===== config.mk =====
export PLATFORM = sky130hd
export DESIGN_NAME = csh_top
export DESIGN_NICKNAME = d
export VERILOG_FILES = /design/src/inc/csh_pkg.sv /design/src/verilog/csh_sync.sv /design/src/verilog/csh_configuration_memory.sv /design/src/verilog/csh_top.sv
export VERILOG_INCLUDE_DIRS = /design/src /design/src/inc
export SDC_FILE = /design/constraint.sdc
export NUM_CORES = 2
export LEC_CHECK = 0
export BUFFER_PORTS_ARGS = -buffer_cell sky130_fd_sc_hd__buf_4
export CAP_MARGIN = 20
export CORE_ASPECT_RATIO = 0.5
export CORE_MARGIN = 2
export CORE_UTILIZATION = 55
export CTS_CLUSTER_DIAMETER = 60
export CTS_CLUSTER_SIZE = 12
export DETAILED_ROUTE_END_ITERATION = 8
export HOLD_SLACK_MARGIN = 0.12
export PLACE_DENSITY = 0.71
export SYNTH_ARGS = -nofsm -noshare
export SYNTH_HDL_FRONTEND = slang
export SYNTH_SLANG_ARGS = --single-unit

===== constraint.sdc =====
create_clock -name clk -period 6.4 [get_ports clk]
set_input_delay 0 -clock clk [delete_from_list [all_inputs] [get_ports clk]]
set_output_delay 0 -clock clk [all_outputs]
set_load 0.1 [all_outputs]

===== src/inc/csh_cfg.svh =====
// constants for the configuration status handshake block
`ifndef CSH_CFG_SVH
`define CSH_CFG_SVH
// ------------------------------------------------------------
// register byte offsets
// ------------------------------------------------------------
`define CSH_OFF_CTRL 8'h00
`define CSH_OFF_DATA 8'h04
`define CSH_OFF_CHECK 8'h08
`define CSH_OFF_STAT 8'h0c
`define CSH_OFF_ISTAT 8'h10
`define CSH_OFF_IMASK 8'h14
`define CSH_OFF_RADDR 8'h18
`define CSH_OFF_RDATA 8'h1c
// ------------------------------------------------------------
// control bits
// ------------------------------------------------------------
`define CSH_CTRL_START 0
`define CSH_CTRL_FINISH 1
`define CSH_CTRL_REINIT 2
`define CSH_CTRL_SCAN 3
// ------------------------------------------------------------
// event bits of the interrupt status and mask
// ------------------------------------------------------------
`define CSH_EV_READY 0
`define CSH_EV_LOADED 1
`define CSH_EV_CHECK 2
`define CSH_EV_USER 3
`define CSH_EV_W 4
// ------------------------------------------------------------
// boot source codes and reset values
// ------------------------------------------------------------
`define CSH_MODE_MIN 4'h1
`define CSH_MODE_MAX 4'hd
`define CSH_MODE_CPU_LO 4'h3
`define CSH_MODE_CPU_HI 4'h7
`define CSH_RST_WORD 32'h0000_0000
`define CSH_RST_EV 4'h0
`define CSH_RST_MODE 4'h0
`endif


===== src/inc/csh_pkg.sv =====
// types shared by the configuration status handshake block
package csh_pkg;
   typedef enum logic [2:0] {
      st_clear,
      st_await,
      st_load,
      st_wait_done,
      st_user,
      st_error
   } csh_state_t;
endpackage : csh_pkg


===== src/verilog/csh_sync.sv =====
// two flip-flop synchroniser for pin inputs
`timescale 1ns/1ps
`default_nettype none
module csh_sync #(
   parameter int W = 1
) (
   // clock and reset
   input wire logic clk,
   input wire logic rst_b,
   // asynchronous in, synchronous out
   input wire logic [W-1:0] d,
   output logic [W-1:0] q
);
   logic [W-1:0] meta_r;

   always_ff @(posedge clk or negedge rst_b) begin
      if (!rst_b) begin
         meta_r <= '0;
         q <= '0;
      end else begin
         meta_r <= d;
         q <= meta_r;
      end
   end
endmodule : csh_sync
`default_nettype wire


===== src/verilog/csh_configuration_memory.sv =====
// configuration memory with registered read data
`timescale 1ns/1ps
`default_nettype none
module csh_configuration_memory #(
   parameter int DW = 32,
   parameter int AW = 6
) (
   // clock and reset
   input wire logic clk,
   input wire logic rst_b,
   // write port
   input wire logic we,
   input wire logic [AW-1:0] waddr,
   input wire logic [DW-1:0] wdata,
   // read port
   input wire logic [AW-1:0] raddr,
   output logic [DW-1:0] rdata
);
   logic [DW-1:0] mem [0:(1<<AW)-1];

   // array has no reset: the owner clears it word by word
   always_ff @(posedge clk) begin
      if (we) begin
         mem[waddr] <= wdata;
      end
   end

   always_ff @(posedge clk or negedge rst_b) begin
      if (!rst_b) begin
         rdata <= '0;
      end else begin
         rdata <= mem[raddr];
      end
   end
endmodule : csh_configuration_memory
`default_nettype wire


===== src/verilog/csh_top.sv =====
// configuration unit: boot source, open-drain status pins, load sequence
// Function
// - The unit samples the 4-bit boot source selection to choose CPU or flash loading.
// - The ready pin is released only after startup and memory clear, awaiting commands.
// - Once released, the ready pin stays released until reset, reinit, a check error or a data overflow during load.
// - The load-complete pin is released only after an error-free load.
// - Once released, the load-complete pin stays released until reset or reinit.
// - On a load error the load-complete pin stays driven low.
// - The unit proceeds past loading only when it reads the load-complete line high.
// - The asynchronous low reset clears the configuration memory and all unit logic.
//
// The implementer's own choices: the APB slave port and the address map.
`timescale 1ns/1ps
`default_nettype none
`include "csh_cfg.svh"
module csh_top #(
   parameter int DEPTH = 64,
   parameter int AW = $clog2(DEPTH)
) (
   // clock and reset
   input wire logic clk,
   input wire logic rst_b,
   // apb slave
   input wire logic psel,
   input wire logic penable,
   input wire logic pwrite,
   input wire logic [7:0] paddr,
   input wire logic [31:0] pwdata,
   output logic [31:0] prdata,
   output logic pready,
   output logic pslverr,
   // boot source pins
   input wire logic [3:0] boot_source_select,
   // open-drain ready pin
   input wire logic config_ready_flag_i,
   output logic config_ready_flag_o,
   output logic config_ready_flag_oe,
   // open-drain load-complete pin
   input wire logic load_complete_flag_i,
   output logic load_complete_flag_o,
   output logic load_complete_flag_oe,
   // interrupt
   output logic irq
);
   // ------------------------------------------------------------
   // helpers
   // ------------------------------------------------------------
   function automatic logic mode_valid(input logic [3:0] m);
      mode_valid = (m >= `CSH_MODE_MIN) && (m <= `CSH_MODE_MAX);
   endfunction : mode_valid
   function automatic logic mode_cpu(input logic [3:0] m);
      mode_cpu = (m >= `CSH_MODE_CPU_LO) && (m <= `CSH_MODE_CPU_HI);
   endfunction : mode_cpu
   function automatic logic addr_mapped(input logic [7:0] a);
      addr_mapped = (a == `CSH_OFF_CTRL) || (a == `CSH_OFF_DATA) ||
                    (a == `CSH_OFF_CHECK) || (a == `CSH_OFF_STAT) ||
                    (a == `CSH_OFF_ISTAT) || (a == `CSH_OFF_IMASK) ||
                    (a == `CSH_OFF_RADDR) || (a == `CSH_OFF_RDATA);
   endfunction : addr_mapped
   // ------------------------------------------------------------
   // pin synchronisers
   // ------------------------------------------------------------
   logic [5:0] pins_s;
   logic [3:0] mode_s;
   logic done_line_s, ready_line_s;
   csh_sync #(.W(6)) u_sync (
      .clk(clk),
      .rst_b(rst_b),
      .d({boot_source_select, load_complete_flag_i, config_ready_flag_i}),
      .q(pins_s)
   );
   assign mode_s = pins_s[5:2];
   assign done_line_s = pins_s[1];
   assign ready_line_s = pins_s[0];

   // ------------------------------------------------------------
   // apb decode
   // ------------------------------------------------------------
   logic pready_r;
   logic setup, wr, rd, ctrl_wr, data_wr, istat_rd;
   logic start_p, finish_p, reinit_p;
   assign setup = psel & ~penable;
   assign wr = psel & penable & pready_r & pwrite;
   assign rd = psel & penable & pready_r & ~pwrite;
   assign ctrl_wr = wr && (paddr == `CSH_OFF_CTRL);
   assign start_p = ctrl_wr && pwdata[`CSH_CTRL_START];
   assign finish_p = ctrl_wr && pwdata[`CSH_CTRL_FINISH];
   assign reinit_p = ctrl_wr && pwdata[`CSH_CTRL_REINIT];
   assign data_wr = wr && (paddr == `CSH_OFF_DATA);
   assign istat_rd = rd && (paddr == `CSH_OFF_ISTAT);

   // ------------------------------------------------------------
   // software registers
   // ------------------------------------------------------------
   logic scan_en_r;
   logic [31:0] check_r;
   logic [`CSH_EV_W-1:0] imask_r;
   logic [AW-1:0] raddr_r;
   always_ff @(posedge clk or negedge rst_b) begin
      if (!rst_b) begin
         scan_en_r <= 1'b0;
         check_r <= `CSH_RST_WORD;
         imask_r <= `CSH_RST_EV;
         raddr_r <= '0;
      end else begin
         if (ctrl_wr) begin
            scan_en_r <= pwdata[`CSH_CTRL_SCAN];
         end
         if (wr && (paddr == `CSH_OFF_CHECK)) begin
            check_r <= pwdata;
         end
         if (wr && (paddr == `CSH_OFF_IMASK)) begin
            imask_r <= pwdata[`CSH_EV_W-1:0];
         end
         if (wr && (paddr == `CSH_OFF_RADDR)) begin
            raddr_r <= pwdata[AW-1:0];
         end
      end
   end

   // ------------------------------------------------------------
   // load sequencer
   // ------------------------------------------------------------
   csh_pkg::csh_state_t state_r;
   logic [AW-1:0] clr_cnt_r;
   logic [AW:0] wcnt_r;
   logic [31:0] sum_r;
   logic [3:0] mode_r;
   logic clr_last, fin_ok, fin_bad, overflow, load_ok;
   assign clr_last = (clr_cnt_r == AW'(DEPTH - 1));
   assign overflow = data_wr && (wcnt_r == (AW + 1)'(DEPTH));
   assign fin_ok = (state_r == csh_pkg::st_load) && finish_p && (sum_r == check_r);
   assign fin_bad = (state_r == csh_pkg::st_load) &&
                    ((finish_p && (sum_r != check_r)) || overflow);
   // scan loading ignores the boot source entirely
   assign load_ok = mode_valid(mode_r) || scan_en_r;

   always_ff @(posedge clk or negedge rst_b) begin
      if (!rst_b) begin
         state_r <= csh_pkg::st_clear;
         clr_cnt_r <= '0;
         wcnt_r <= '0;
         sum_r <= `CSH_RST_WORD;
         mode_r <= `CSH_RST_MODE;
      end else if (reinit_p) begin
         state_r <= csh_pkg::st_clear;
         clr_cnt_r <= '0;
      end else begin
         unique case (state_r)
            csh_pkg::st_clear: begin
               clr_cnt_r <= clr_cnt_r + 1'b1;
               if (clr_last) begin
                  mode_r <= mode_s;
                  state_r <= csh_pkg::st_await;
               end
            end
            csh_pkg::st_await: begin
               if (start_p && load_ok) begin
                  wcnt_r <= '0;
                  sum_r <= `CSH_RST_WORD;
                  state_r <= csh_pkg::st_load;
               end
            end
            csh_pkg::st_load: begin
               if (fin_bad) begin
                  state_r <= csh_pkg::st_error;
               end else if (fin_ok) begin
                  state_r <= csh_pkg::st_wait_done;
               end else if (data_wr) begin
                  wcnt_r <= wcnt_r + 1'b1;
                  sum_r <= sum_r + pwdata;
               end
            end
            csh_pkg::st_wait_done: begin
               // board may hold the line low to line devices up
               if (done_line_s) begin
                  state_r <= csh_pkg::st_user;
               end
            end
            csh_pkg::st_user, csh_pkg::st_error: state_r <= state_r;
            default: state_r <= csh_pkg::st_error;
         endcase
      end
   end

   // ------------------------------------------------------------
   // configuration memory
   // ------------------------------------------------------------
   logic mem_we, clearing;
   logic [AW-1:0] mem_waddr;
   logic [31:0] mem_wdata, mem_rdata;
   assign clearing = (state_r == csh_pkg::st_clear);
   assign mem_we = clearing || ((state_r == csh_pkg::st_load) && data_wr && !overflow);
   assign mem_waddr = clearing ? clr_cnt_r : wcnt_r[AW-1:0];
   assign mem_wdata = clearing ? `CSH_RST_WORD : pwdata;
   csh_configuration_memory #(.DW(32), .AW(AW)) u_configuration_memory (
      .clk(clk),
      .rst_b(rst_b),
      .we(mem_we),
      .waddr(mem_waddr),
      .wdata(mem_wdata),
      .raddr(raddr_r),
      .rdata(mem_rdata)
   );

   // ------------------------------------------------------------
   // open-drain status pins
   // ------------------------------------------------------------
   // enables high while the pin is pulled low; released means high
   always_ff @(posedge clk or negedge rst_b) begin
      if (!rst_b) begin
         config_ready_flag_oe <= 1'b1;
         config_ready_flag_o <= 1'b0;
      end else begin
         config_ready_flag_o <= 1'b0;
         if (reinit_p || fin_bad) begin
            config_ready_flag_oe <= 1'b1;
         end else if (clearing && clr_last) begin
            config_ready_flag_oe <= 1'b0;
         end
      end
   end
   always_ff @(posedge clk or negedge rst_b) begin
      if (!rst_b) begin
         load_complete_flag_oe <= 1'b1;
         load_complete_flag_o <= 1'b0;
      end else begin
         load_complete_flag_o <= 1'b0;
         if (reinit_p) begin
            load_complete_flag_oe <= 1'b1;
         end else if (fin_ok) begin
            load_complete_flag_oe <= 1'b0;
         end
      end
   end

   // ------------------------------------------------------------
   // interrupt status, read to clear
   // ------------------------------------------------------------
   logic [`CSH_EV_W-1:0] istat_r, ev;
   always_comb begin
      ev = '0;
      ev[`CSH_EV_READY] = clearing && clr_last && !reinit_p;
      ev[`CSH_EV_LOADED] = fin_ok && !reinit_p;
      ev[`CSH_EV_CHECK] = fin_bad && !reinit_p;
      ev[`CSH_EV_USER] = (state_r == csh_pkg::st_wait_done) && done_line_s && !reinit_p;
   end
   // a new event in the clearing read cycle survives
   always_ff @(posedge clk or negedge rst_b) begin
      if (!rst_b) begin
         istat_r <= `CSH_RST_EV;
      end else begin
         istat_r <= (istat_rd ? '0 : istat_r) | ev;
      end
   end
   always_ff @(posedge clk or negedge rst_b) begin
      if (!rst_b) begin
         irq <= 1'b0;
      end else begin
         irq <= |(istat_r & imask_r);
      end
   end

   // ------------------------------------------------------------
   // apb answer: one access cycle, no waits
   // ------------------------------------------------------------
   logic [31:0] stat_word;
   assign stat_word = {(16 - AW - 1)'(0), wcnt_r, 1'b0, done_line_s, ready_line_s,
                       !load_complete_flag_oe, !config_ready_flag_oe, scan_en_r,
                       mode_cpu(mode_r), mode_valid(mode_r), mode_r, 1'b0, state_r};
   always_ff @(posedge clk or negedge rst_b) begin
      if (!rst_b) begin
         pready_r <= 1'b0;
         pready <= 1'b0;
         pslverr <= 1'b0;
         prdata <= `CSH_RST_WORD;
      end else begin
         pready_r <= setup;
         pready <= setup;
         pslverr <= setup && !addr_mapped(paddr);
         if (setup && !pwrite) begin
            unique case (paddr)
               `CSH_OFF_CTRL: prdata <= {28'h0, scan_en_r, 3'h0};
               `CSH_OFF_CHECK: prdata <= check_r;
               `CSH_OFF_STAT: prdata <= stat_word;
               `CSH_OFF_ISTAT: prdata <= {28'h0, istat_r};
               `CSH_OFF_IMASK: prdata <= {28'h0, imask_r};
               `CSH_OFF_RADDR: prdata <= 32'(raddr_r);
               `CSH_OFF_RDATA: prdata <= mem_rdata;
               default: prdata <= `CSH_RST_WORD;
            endcase
         end
      end
   end
endmodule : csh_top
`default_nettype wire


==> reports/results.ini <==
[clock_tree]
clkTransAtPathRegs_ns=0.06
cts_tree=built
cts-root-buf=clkbuf_16
insertion_delay_ns=0.82
cts_max_path_buffers=3
cts-buffers-inserted=203
cts_sinks=2228
h-tree-depth=4

[route]
drt_iter0_drc=6197
wl_per_cell_um=33.9
dr.pass1.iters=6
wl_mm=219
vias_per_cell=6.75
drcViolationCount=0
postRouteAntennaNets=0
vias=43600

[sta]
fin_crit_sh_pct=71.6
max-slew-margin-rel_pct=21.0
finalClockSkew_ns=0.0359
setup_viol=0
final-hold-violation-count=0
fmax_mhz=218
grt_setup_unrepaired=no
min_period_ns=4.58
finalSetupTns_ns=0
tightest_slew_ns=1.18
drv_slew=0

[final_layout]
syn_to_final_growth_pct=13.4
fin_cells=6461
drive_above_1_share_pct=28.8
nNetsFinal=4351

[synthesis]
syn_area_mm2=0.0873
syn_area_per_cell_um2=22.1
synth_seq_cells=2228
synth_edf_count=2048
synth.yosys.warnings=0
synth_cells=3943
synth.distinct_cells=73
synth_flop_cell=edfxtp_1
synth-seq-area-share_pct=75.6
synth-async-reset-ratio_pct=8.08

[floorplanning]
die_height_um=286
placementRows=103
start_util_pct=55.3
core-area_mm2=0.158
die_area_mm2=0.162
io_pins=90
die_x_um=567

[place]
post-dp-hpwl_mm=133
gp_congestion=0.914
placedCellCount=6051
io_buffer_count=87

[setup_path]
path_cells=dlygate4sd3_1, buf_4, or4_4, dlygate4sd3_1, nor2_2, nand3_2, nor2b_1, o21ai_0, nor2_1, nand2_1, nor2_4, buf_4
cpLargestDelayFamily=simple AND/OR/NAND/NOR gates
slowest_delay_ns=0.91
cp_max_fo=19
cp_num_buf_inv=4
cp.required_ns=6.88
startpoint_type=input port
crit_path_end_kind=register
crit_path_top_delay_cell=nor2_4
arrival_ns=5.06
path_class=in2reg

[global_route]
track_usage_pct=27.3
gr-total-overflow=0
grt_max_degree=99
antenna_found_initial=24
grt_pass1_vias=43000
grt_pass1_wl_mm=314

[pwr]
power_density_mw_per_mm2=289
p_leak_uw=0.0310
vdd_drop_max_v=0.000305

[min_path]
hp-class=in2reg

[outcome]
status=finished, final reports clean

[run]
maxCapViolCount=0

-- worst register-to-register path: cells and delay by family (launching register included) --
| family | cells | cell delay, ns |
|---|---|---|
| buffers and inverters | 2 | 0.64 |
| AND/OR/NAND/NOR | 3 | 1.98 |
| flip-flops | 1 | 0.62 |
| AO/OA/AOI/OAI | 1 | 0.81 |
-- cell usage in the layout (no fill, tap or decap), types with 17 or more instances in the layout --
master         count
a22oi_1           27
a21oi_1           38
nor2_4            63
buf_16            27
mux4_2           672
o21ai_0           67
nand3_1           21
xor2_1            50
dlygate4sd3_1    100
o31ai_1           27
clkbuf_1          79
ha_1              34
edfxtp_1        2048
mux2_1            30
mux2_2            17
nor2b_4           31
dfrtp_1          172
buf_12            24
clkbuf_16        206
nor2_1            61
buf_4            171
nand2_1          144
a31oi_1           21
-- state kept, by name, indices dropped and copies added (netlist names) --
name	count
load_complete_flag_oe	1
imask_r	4
clr_cnt_r	6
u_sync.q	6
irq	1
u_configuration_memory.mem	2048
state_r	3
raddr_r	6
check_r	32
config_ready_flag_oe	1
u_configuration_memory.rdata	32
scan_en_r	1
mode_r	4
pslverr	1
u_sync.meta_r	6
prdata	32
istat_r	4
pready_r	1
sum_r	32
wcnt_r	7
-- area by class of cell --
type,count,area [µm²]
Inverter,13,48.8
Antenna cell,3,7.51
Clock inverter,13,216
Fill cell,10300,58800
Sequential cell,2228,66000
Clock buffer,285,5450
Tap cell,2100,2630
Timing Repair Buffer,323,3520
Multi-Input combinational cell,1496,21100
-- routing by layer --
| metal | up-vias | part of all wire [%] | routed length, µm | GRT usage [%] |
|---|---|---|---|---|
| met2 | 2653 | 46 | 100000 | 40.6 |
| li1 | 17200 | - | - | - |
| met1 | 23500 | 40 | 86700 | 40.5 |
| met4 | 8 | 2.0 | 4480 | 6.52 |
| met3 | 303 | 13 | 27600 | 8.15 |
| met5 | - | 0.026 | 57 | 0 |
-- final timing paths --
| kind | from | endpoint | slack, ns | depth (start not counted) |
|---|---|---|---|---|
| setup / recovery | paddr[5] | u_configuration_memory.mem[55][22] | 1.82 | 12 |
| hold / removal | pwdata[2] | raddr_r[2] | 0.17 | 3 |
| setup reg to reg | state_r[0] | u_configuration_memory.mem[55][22] | 2.02 | 6 |
| hold reg to reg | u_sync.meta_r[3] | u_sync.q[3] | 0.36 | 0 |
| max in group asynchronous | rst_b | wcnt_r[2] | 5.07 | 4 |
| min in group asynchronous | rst_b | sum_r[22] | 0.38 | 4 |
-- synth_stat cells (all sizes together) (8+ instances only) --
master / number / share of area, %
edfxtp: 2048 / 70
mux4: 672 / 17
dfrtp: 178 / 5.1
nand2: 144 / 0.62
nor2: 125 / 0.54
clkbuf: 123 / 0.53
buf: 84 / 0.49
o21ai: 79 / 0.46
xor2: 50 / 0.50
mux2: 47 / 0.61
a21oi: 38 / 0.22
nor2b: 35 / 0.25
ha: 34 / 0.49
a22oi: 27 / 0.23
o31ai: 27 / 0.23
nand3: 22 / 0.13
a31oi: 21 / 0.15
a21o: 16 / 0.14
and3: 15 / 0.11
nor3: 15 / 0.10
inv: 12 / 0.052
nor4: 12 / 0.086
xnor2: 11 / 0.11
and2: 10 / 0.072
nand4: 10 / 0.072
a221oi: 8 / 0.080
nand2b: 8 / 0.057
-- repair_timing --
item / in CTS / in global routing
resized for setup: 0 / 0
hold endpoints to repair: 2239 / 0
setup buffers: 0 / 0
hold buffers: 101 / 0
-- kinds of logic after synthesis --
family	count (synthesis)	synth area share (%)
mux	725	18.0
compound gates	261	2.01
flops	2228	75.6
fa+ha+maj	35	0.510
buf+inv	220	1.08
other cells	1	0.00430
xor+xnor	61	0.612
simple gates	412	2.17
-- through the flow --
stage	total power [µW]	instance area [µm²]	util, %	worst slack [ns]	hold WS (ns)
2_1_floorplan	17200	87300	-	2.43	-0.296
3_3_place_gp	17800	91300	57.9	2.16	0.0156
3_5_place_dp	17900	92100	58.4	2.05	0.0210
4_1_cts	28700	98800	62.6	1.87	0.129
5_1_grt	29400	99000	62.7	1.65	0.168
6_report	28600	99000	62.8	1.82	0.165
-- power breakdown --
group	internal [µW]	switching [µW]	total (µW)
registers	16300	113	16400
clock network	5890	5080	11000
logic	295	955	1250
total	22500	6150	28600
(Power assumes the default switching activity.)
